`config.mk`:
```
export PLATFORM = sky130hd
export DESIGN_NAME = voltage_temp_monitor_sequencer
export DESIGN_NICKNAME = d
export VERILOG_FILES = /design/src/rtl/voltage_temp_monitor_sequencer.v
export VERILOG_INCLUDE_DIRS = /design/src /design/src/inc
export SDC_FILE = /design/constraint.sdc
export NUM_CORES = 1
export LEC_CHECK = 0
export BUFFER_PORTS_ARGS = -buffer_cell sky130_fd_sc_hd__buf_2
export CAP_MARGIN = 20
export CORE_MARGIN = 3
export CORE_UTILIZATION = 54
export CTS_CLUSTER_SIZE = 20
export DETAILED_ROUTE_END_ITERATION = 7
export PLACE_DENSITY = 0.77
export SLEW_MARGIN = 10
export SYNTH_ARGS = -nofsm -noshare
export SYNTH_HDL_FRONTEND = slang
export SYNTH_SLANG_ARGS = --single-unit
```
`constraint.sdc`:
```
create_clock -name sys_clk -period 3.3 [get_ports sys_clk]
set_clock_uncertainty 0.2 [all_clocks]
set_input_delay 0.495 -clock sys_clk [delete_from_list [all_inputs] [get_ports sys_clk]]
set_output_delay 0.495 -clock sys_clk [all_outputs]
set_load 0.02 [all_outputs]
```
`src/inc/vtm_defs.vh`:
```
// Behaviour
// - Each serial start samples the address pin; its wiring sets two address bits.
// - Voltage results are 8 bits; temperature is 11 bits at default resolution.
// - Byte read of temperature returns its upper eight bits.
// - Word read gives 11-bit temperature left-justified; lowest five bits are ignored.
// - Config bit 5 gives 9-bit temperature and a four times shorter cycle.
// - Temperature weights: 1 deg byte, 0.125 deg 11-bit, 0.5 deg 9-bit.
// - Nominal input voltage converts to three quarters of full scale, code 192.
// - Writing one to config bit 0 starts the conversion cycle.
// - Order: temperature, mid rail, low rail, high rail, own supply.
// - A stop request lets the running cycle finish and store all results.
// - Every restart begins with the temperature conversion.
// - Interrupt on temperature above hot limit or voltage outside its limits.
// - Interrupt pulls alert low and sets status bit 0 to 4 of the channel.
// - Status read releases alert, except comparator-mode temperature alerts.
// - Status read clears its bits, except comparator-mode temperature bits.
// - Full cycle takes typically 200 ms, at most 300 ms, at default resolution.
`ifndef VTM_DEFS_VH
`define VTM_DEFS_VH

`define CLK_KHZ        50000
`define CYCLE_TYP_MS   200
`define CYCLE_MAX_MS   300
`define NUM_CH         5
`define FAST_DIV       4

`define IDX_MID_DATA   7'h20
`define IDX_LOW_DATA   7'h21
`define IDX_HIGH_DATA  7'h22
`define IDX_VCC_DATA   7'h23
`define IDX_TEMP_WORD  7'h27
`define IDX_TEMP_BYTE  7'h28
`define IDX_LIM_FIRST  7'h2B
`define IDX_LIM_LAST   7'h32
`define IDX_HOT_LIM    7'h39
`define IDX_CONFIG     7'h40
`define IDX_STATUS     7'h41
`define IDX_MASK       7'h42
`define IDX_LINK       7'h43

`define CFG_RUN        0
`define CFG_CMP        1
`define CFG_FAST       5

`define HI_LIM_RST     8'hD3
`define LO_LIM_RST     8'hAD
`define HOT_LIM_RST    8'h50
`define NOMINAL_CODE   8'hC0

`define ADDSEL_GND     2'h0
`define ADDSEL_VCC     2'h1
`define ADDSEL_SDA     2'h2
`define ADDSEL_SCL     2'h3

`define CH_TEMP        3'h0
`define CH_VCC         3'h4
`define TEMP_LSB_PAD   5
`define FINE_DROP      2

`endif

```
`src/rtl/voltage_temp_monitor_sequencer.v`:
```
// The implementer's own choices: register access over APB and the register offsets.
`timescale 1ns/1ps
`default_nettype none
`include "vtm_defs.vh"

module voltage_temp_monitor_sequencer #(
  parameter CYCLE_CLKS = `CYCLE_TYP_MS * `CLK_KHZ
) (
  input  wire        sys_clk,
  input  wire        rstn,
  input  wire        psel,
  input  wire        penable,
  input  wire        pwrite,
  input  wire [11:0] paddr,
  input  wire [31:0] pwdata,
  output reg  [31:0] prdata,
  output reg         pready,
  output reg         pslverr,
  output reg         irq,
  input  wire [10:0] adc_code,
  output reg  [2:0]  adc_channel,
  output reg         adc_fine,
  output reg         busy,
  input  wire        scl_in,
  input  wire        sda_in,
  output reg         sda_out,
  output reg         sda_oe_n,
  input  wire        add_in,
  input  wire        alert_in,
  output reg         alert_out,
  output reg         alert_oe_n,
  output reg  [1:0]  addr_lsb
);

  localparam ST_IDLE = 2'b01;
  localparam ST_RUN  = 2'b10;
  localparam [23:0] SLOT_CLKS = CYCLE_CLKS / `NUM_CH;
  localparam [23:0] SLOT_FAST = SLOT_CLKS / `FAST_DIV;

  function [7:0] word_of;
    input [6:0] idx;
    begin
      word_of = {1'b0, idx};
    end
  endfunction

  function is_limit;
    input [6:0] idx;
    begin
      is_limit = (idx >= `IDX_LIM_FIRST) && (idx <= `IDX_LIM_LAST);
    end
  endfunction

  reg  [1:0]  state;
  reg  [23:0] timer;
  reg  [2:0]  ch;
  reg  [7:0]  cfg;
  reg  [7:0]  status;
  reg  [7:0]  mask;
  reg  [7:0]  hot_lim;
  reg  [10:0] temp;
  reg         alert_pend;
  reg  [7:0]  volt   [0:3];
  reg  [7:0]  hi_lim [0:3];
  reg  [7:0]  lo_lim [0:3];
  reg  [2:0]  scl_s;
  reg  [2:0]  sda_s;
  reg  [2:0]  add_s;
  reg  [1:0]  alert_s;
  reg         add_wait;

  wire [6:0]  idx      = paddr[8:2];
  wire        mapped_hi = (paddr[11:9] == 3'h0) && (paddr[1:0] == 2'h0);
  wire        lim_hit  = is_limit(idx);
  wire [2:0]  lim_off  = idx[2:0] - 3'h3;
  wire [1:0]  lim_ch   = lim_off[2:1];
  wire        lim_lo   = lim_off[0];
  wire        xfer     = psel & penable & pready;
  wire        do_wr    = xfer & pwrite & ~pslverr;
  wire        rd_stat  = xfer & ~pwrite & (idx == `IDX_STATUS) & ~pslverr;
  wire        wr_stat  = do_wr & (idx == `IDX_STATUS);
  wire        cmp_mode = cfg[`CFG_CMP];
  wire        fast     = cfg[`CFG_FAST];
  wire [23:0] slot_len = fast ? SLOT_FAST : SLOT_CLKS;
  wire        slot_end = (state == ST_RUN) && (timer == slot_len - 24'h1);
  wire [10:0] temp_new = fast ? {adc_code[10:2], 2'h0} : adc_code;
  wire [1:0]  vch      = ch[1:0] - 2'h1;
  wire        temp_over = $signed(temp_new[10:3]) > $signed(hot_lim);
  wire        volt_bad = (adc_code[10:3] > hi_lim[vch]) || (adc_code[10:3] < lo_lim[vch]);
  wire [4:0]  ev;
  wire        start_det = scl_s[1] & sda_s[2] & ~sda_s[1];
  wire        scl_fall  = scl_s[2] & ~scl_s[1];

  assign ev = !slot_end ? 5'h0 :
              (ch == `CH_TEMP) ? {4'h0, temp_over} :
              (volt_bad ? (5'h1 << ch) : 5'h0);

  reg  [7:0]  next_status;
  reg         next_alert;
  reg  [31:0] rd_word;
  reg         rd_ok;

  // Pin inputs pass two flops before any logic reads them
  always @(posedge sys_clk) begin
    if (!rstn) begin
      scl_s   <= 3'h7;
      sda_s   <= 3'h7;
      add_s   <= 3'h0;
      alert_s <= 2'h3;
    end else begin
      scl_s   <= {scl_s[1:0], scl_in};
      sda_s   <= {sda_s[1:0], sda_in};
      add_s   <= {add_s[1:0], add_in};
      alert_s <= {alert_s[0], alert_in};
    end
  end

  // Strap decode: SDA and SCL wiring show as the pin tracking that line
  always @(posedge sys_clk) begin
    if (!rstn) begin
      addr_lsb <= `ADDSEL_GND;
      add_wait <= 1'b0;
    end else if (start_det) begin
      if (!add_s[1])
        addr_lsb <= add_s[2] ? `ADDSEL_SDA : `ADDSEL_GND;
      add_wait <= add_s[1];
    end else if (add_wait && scl_fall) begin
      addr_lsb <= add_s[1] ? `ADDSEL_VCC : `ADDSEL_SCL;
      add_wait <= 1'b0;
    end
  end

  // Serial protocol engine lives outside; the line is left released
  always @(posedge sys_clk) begin
    if (!rstn) begin
      sda_out  <= 1'b0;
      sda_oe_n <= 1'b1;
    end else begin
      sda_out  <= 1'b0;
      sda_oe_n <= 1'b1;
    end
  end

  // Sequencer
  always @(posedge sys_clk) begin
    if (!rstn) begin
      state       <= ST_IDLE;
      timer       <= 24'h0;
      ch          <= `CH_TEMP;
      adc_channel <= `CH_TEMP;
      adc_fine    <= 1'b1;
      busy        <= 1'b0;
    end else begin
      adc_fine <= ~fast;
      case (state)
        ST_IDLE: begin
          timer <= 24'h0;
          ch    <= `CH_TEMP;
          if (cfg[`CFG_RUN]) begin
            state <= ST_RUN;
            busy  <= 1'b1;
          end else begin
            busy <= 1'b0;
          end
        end
        ST_RUN: begin
          if (slot_end) begin
            timer <= 24'h0;
            if (ch == `CH_VCC) begin
              ch <= `CH_TEMP;
              if (!cfg[`CFG_RUN]) begin
                state <= ST_IDLE;
                busy  <= 1'b0;
              end
            end else begin
              ch <= ch + 3'h1;
            end
          end else begin
            timer <= timer + 24'h1;
          end
        end
        default: begin
          state <= ST_IDLE;
        end
      endcase
      adc_channel <= (state == ST_RUN && slot_end) ?
                     ((ch == `CH_VCC) ? `CH_TEMP : ch + 3'h1) :
                     ((state == ST_IDLE) ? `CH_TEMP : ch);
    end
  end

  // Result capture
  always @(posedge sys_clk) begin
    if (!rstn) begin
      temp <= 11'h0;
      volt[0] <= 8'h0;
      volt[1] <= 8'h0;
      volt[2] <= 8'h0;
      volt[3] <= 8'h0;
    end else if (slot_end) begin
      if (ch == `CH_TEMP)
        temp <= temp_new;
      else
        volt[vch] <= adc_code[10:3];
    end
  end

  // Status: set wins over read or write clear
  always @* begin
    next_status = status;
    if (rd_stat)
      next_status = cmp_mode ? (status & 8'h01) : 8'h00;
    if (wr_stat)
      next_status = next_status & ~(pwdata[7:0] & (cmp_mode ? 8'hFE : 8'hFF));
    next_status = next_status | {3'h0, ev};
    if (cmp_mode && slot_end && ch == `CH_TEMP)
      next_status[0] = temp_over;
  end

  always @* begin
    next_alert = alert_pend;
    if (rd_stat)
      next_alert = 1'b0;
    if (|(cmp_mode ? {ev[4:1], 1'b0} : ev))
      next_alert = 1'b1;
  end

  always @(posedge sys_clk) begin
    if (!rstn) begin
      status     <= 8'h0;
      alert_pend <= 1'b0;
      alert_out  <= 1'b0;
      alert_oe_n <= 1'b1;
      irq        <= 1'b0;
    end else begin
      status     <= next_status;
      alert_pend <= next_alert;
      alert_out  <= 1'b0;
      alert_oe_n <= ~(next_alert | (cmp_mode & next_status[0]));
      irq        <= |(next_status & mask);
    end
  end

  // Read mux
  always @* begin
    rd_word = 32'h0;
    rd_ok   = mapped_hi;
    if (lim_hit)
      rd_word[7:0] = lim_lo ? lo_lim[lim_ch] : hi_lim[lim_ch];
    else begin
      case (idx)
        `IDX_MID_DATA, `IDX_LOW_DATA, `IDX_HIGH_DATA, `IDX_VCC_DATA: begin
          rd_word[7:0] = volt[idx[1:0]];
        end
        `IDX_TEMP_WORD: begin
          rd_word[15:0] = {temp, {`TEMP_LSB_PAD{1'b0}}};
        end
        `IDX_TEMP_BYTE: begin
          rd_word[7:0] = temp[10:3];
        end
        `IDX_HOT_LIM: begin
          rd_word[7:0] = hot_lim;
        end
        `IDX_CONFIG: begin
          rd_word[7:0] = cfg;
        end
        `IDX_STATUS: begin
          rd_word[7:0] = status;
        end
        `IDX_MASK: begin
          rd_word[7:0] = mask;
        end
        `IDX_LINK: begin
          rd_word[7:0] = {busy, adc_channel, ~alert_s[1], 1'b0, addr_lsb};
        end
        default: begin
          rd_ok = 1'b0;
        end
      endcase
    end
  end

  // APB: answer registered in setup, ready in the single access cycle
  always @(posedge sys_clk) begin
    if (!rstn) begin
      pready  <= 1'b0;
      pslverr <= 1'b0;
      prdata  <= 32'h0;
    end else begin
      pready <= psel & ~penable & ~pready;
      if (psel && !penable) begin
        pslverr <= ~rd_ok;
        prdata  <= (pwrite || !rd_ok) ? 32'h0 : rd_word;
      end else if (xfer) begin
        pslverr <= 1'b0;
        prdata  <= 32'h0;
      end
    end
  end

  // Software writable registers
  always @(posedge sys_clk) begin
    if (!rstn) begin
      cfg     <= 8'h0;
      mask    <= 8'h0;
      hot_lim <= `HOT_LIM_RST;
      hi_lim[0] <= `HI_LIM_RST;
      hi_lim[1] <= `HI_LIM_RST;
      hi_lim[2] <= `HI_LIM_RST;
      hi_lim[3] <= `HI_LIM_RST;
      lo_lim[0] <= `LO_LIM_RST;
      lo_lim[1] <= `LO_LIM_RST;
      lo_lim[2] <= `LO_LIM_RST;
      lo_lim[3] <= `LO_LIM_RST;
    end else if (do_wr) begin
      if (lim_hit) begin
        if (lim_lo)
          lo_lim[lim_ch] <= pwdata[7:0];
        else
          hi_lim[lim_ch] <= pwdata[7:0];
      end else if (idx == `IDX_CONFIG)
        cfg <= pwdata[7:0];
      else if (idx == `IDX_MASK)
        mask <= pwdata[7:0];
      else if (idx == `IDX_HOT_LIM)
        hot_lim <= pwdata[7:0];
    end
  end

endmodule

`default_nettype wire

```
==> results_dict.tcl <==
set metrics [dict create \
    grt_first_pass_wirelength_mm 44.8 \
    power_frac_comb_pct 7.7 \
    yosysMostFrequentCell "dfxtp_1" \
    gp_congestion 0.936 \
    synthArstFlopShare_pct 0 \
    p_total_mw 5.54 \
    grt_use_met2_pct 42.3 \
    path_max_fanout 11 \
    cts_tree "done" \
    fin_crit_sh_pct 96.1 \
    synth_enable_flop_cells 96 \
    hold_viol_final 0 \
    detail_route.vias_per_cell 6.11 \
    p_seq_share_pct 49.7 \
    critPathLaunchType "flop" \
    cap_violations 0 \
    internal_power_mw 4.24 \
    io_pins 110 \
    clk_pin_slew_ns 0.06 \
    drt-initial-drc-count 1065 \
    cts_buffers 22 \
    fin_hold_ws_ns 0.0374 \
    ys_warn_count 0 \
    port_buffers 66 \
    antenna_left 0 \
    avgSynthCellArea_sq_um 10.6 \
    critPathArrivalTime_ns 3.38 \
    power_switching_mw 1.30 \
    yosys.cell_types.count 70 \
    netlist_instances 1011 \
    max_freq_mhz 315 \
    dpl.hpwl_mm 20.8 \
    ys.flop_type "dfxtp_1" \
    dr.pass1.iters 8 \
    worst_pin_slew_ns 0.605 \
    worstPathRequired_ns 3.51 \
    core-area_sq_um 19100 \
    rrSetupSlack_ns 0.13 \
    grt_max_degree 26 \
    timing.final.crit_period_ns 3.17 \
    wl_per_cell_microns 21.1 \
    drc_errors 2 \
    synth.top_cell.area_share_pct 26.8 \
    initial_core_util_pct 56.2 \
    grtUsageMet1_pct 36.7 \
    dp.cells 1326 \
    slew_headroom_pct 59.6 \
    antenna_found_initial 0 \
    synthTopCellsByCount "112 x dfxtp_1, 96 x edfxtp_1, 85 x nand2_1" \
    grt-busiest-layer "met2" \
    rows 50 \
    p_leak_nw 4.55 \
    fin_nets 1195 \
    die-area_sq_um 21600 \
    ys_seq_area_share_pct 47.7 \
    cts_num_sinks 208 \
    synth_top_cell_by_area "edfxtp_1" \
    clkPwrFrac_pct 42.6 \
    fin_cells 1370 \
    insertion_delay_ns 0.52 \
    status "finished with violations" \
    switching_share_pct 23.4 \
    finalSetupViolCount 0 \
    end_kind "flop" \
    vias 8373 \
    drt-total-wl_mm 28.9 \
    yosys-top-cells-area "edfxtp_1 27%, dfxtp_1 21%, mux4_2 8.2%, ha_1 4.1%, nand2_1 3.0%" \
    htree_levels 1 \
    drv_slew 0 \
    ys_ff_latch 208 \
    grt_use_met3_pct 4.26 \
    drive_above_1_share_pct 19.0 \
    overflow 0 \
    die_w_microns 147 \
    hp-class "in2reg" \
    areaGrowthSynthToFinish_pct 14.4 \
    ir_drop_mv 0.363 \
    grt_pass1_vias 8069 \
    cts-root-buf "clkbuf_16" \
    clk_path_buf_depth 3 \
    violations "design-rule violations" \
    dieHeight_microns 147 \
    critPathKind "reg2reg" \
    synth_area_sq_um 10800 \
    p_per_area_nw_per_um2 450 \
    grt.total_usage_pct 26.3 \
    antennaDiodeCount 0 \
    rsz0062_at_grt "no" \
]
==> worst paths after layout <==
check / startpoint / to / depth (start not counted)
max reg2reg: ch[0]$_SDFFE_PN0P_ / irq$_SDFF_PN0_ / 12
min reg2reg: sda_s[0]$_SDFF_PN1_ / sda_s[1]$_SDFF_PN1_ / 1
max: ch[0]$_SDFFE_PN0P_ / irq$_SDFF_PN0_ / 12
min: adc_code[2] / temp[2]$_SDFFE_PN0P_ / 3
==> layout make-up <==
cell class / instances / area (sq um)
fillers: 1495 / 6840
well taps: 260 / 325
multi-input cells: 698 / 5170
inverters: 43 / 161
clock buffers: 30 / 636
clock inverters: 8 / 57.6
repair buffers: 123 / 827
flip-flops and latches: 208 / 5120
==> cells in the final DEF, fill, tap and decap left out, types with 4 or more instances in the layout <==
cell           synthesis  layout
dfxtp_1              112     112
edfxtp_1              96      96
nand2_1               85      85
nor2_1                83      83
buf_2                 15      66
buf_4                 22      48
and2_1                44      44
inv_1                 43      42
a21oi_1               41      41
nand2b_1              41      40
mux4_2                39      39
ha_1                  35      34
and3_1                29      29
mux2i_1               25      25
nand4_1               23      23
nand3_1               23      23
clkbuf_16              0      23
o21ai_0               20      20
conb_1                 2      19
nor3_1                15      15
xor2_1                14      14
a22oi_1               12      12
a222oi_1              12      12
or3_1                 11      11
xnor2_1               11      10
and4_1                 9       9
a22o_1                 9       9
nor3b_1                8       8
o211ai_1               7       7
nand3b_1               6       6
nor2b_1                5       5
and4b_1                5       5
clkbuf_8               0       5
a211oi_1               5       4
nor4_1                 4       4
o21a_1                 4       4
a21o_1                 4       4
a41oi_1                4       4
o2111ai_1              4       4
dlygate4sd3_1          0       4
==> what timing repair did <==
action | 4_1_cts | 5_1_grt
endpoints found under the setup margin | 0 | 10
hold buffers | 4 | 0
resized for setup | 0 | 5
hold endpoints to repair | 4 | 0
buffers inserted | 0 | 1
==> state kept, by name (all words and copies together), names as in the netlist, 2 cells and up <==
signal and cells:
adc_channel 3, add_s 3, addr_lsb 2, alert_s 2
cfg 8, ch 3, hi_lim 32, hot_lim 8
lo_lim 32, mask 8, prdata 16, scl_s 3
sda_s 3, state 2, status 8, temp 11
timer 24, volt 32
==> power groups by stage <==
| stage | logic (mW) | clock network (mW) | registers, mW |
|---|---|---|---|
| after detailed placement | 0.414 | 0 | 2.81 |
| after global placement | 0.407 | 0 | 2.80 |
| after CTS | 0.419 | 2.37 | 2.75 |
| after global routing | 0.453 | 2.48 | 2.76 |
| after floorplan | 0.258 | 0 | 2.80 |
| final | 0.427 | 2.36 | 2.75 |
==> cells by family (layout without fill, tap and decap cells) <==
logic type	Yosys count	count (layout)	share of synthesized area (%)
fa+ha+maj	35	35	4.07
simple gates	408	408	20.7
compound gates	146	146	9.63
xor+xnor	25	25	2.04
buf+inv	122	204	5.20
mux	65	65	10.6
other cells	2	19	0.0698
flops	208	208	47.7
==> worst max-delay path: stages, from the launching register on <==
cell and delay, ns:
dfxtp_1 0.34, inv_1 0.09, ha_4 0.34, buf_12 0.16, mux4_2 0.29, inv_1 0.07, ha_1 0.23, nor2b_1 0.13
o211ai_1 0.19, a211oi_2 0.14, a211o_1 0.38, a31o_1 0.24, a211o_1 0.25
==> metrics by stage <==
step                      setup WS, ns  utilization (%)  TNS, ns  cell area [sq um]
after floorplan               -0.00493                -  -0.0395              10800
after global placement           0.154             60.2        0              11500
after detailed placement        0.0948             60.2        0              11500
after CTS                       0.0835             64.0        0              12300
after global routing           0.00785             64.3        0              12300
final                            0.130             64.3        0              12300
==> metal layers <==
layer  routed length, microns  vias up
met2                    13600      441
met5                        0        -
met1                    11600     4019
met3                     2870       68
met4                      873        0
li1                         -     3845
(Power assumes the default switching activity.)
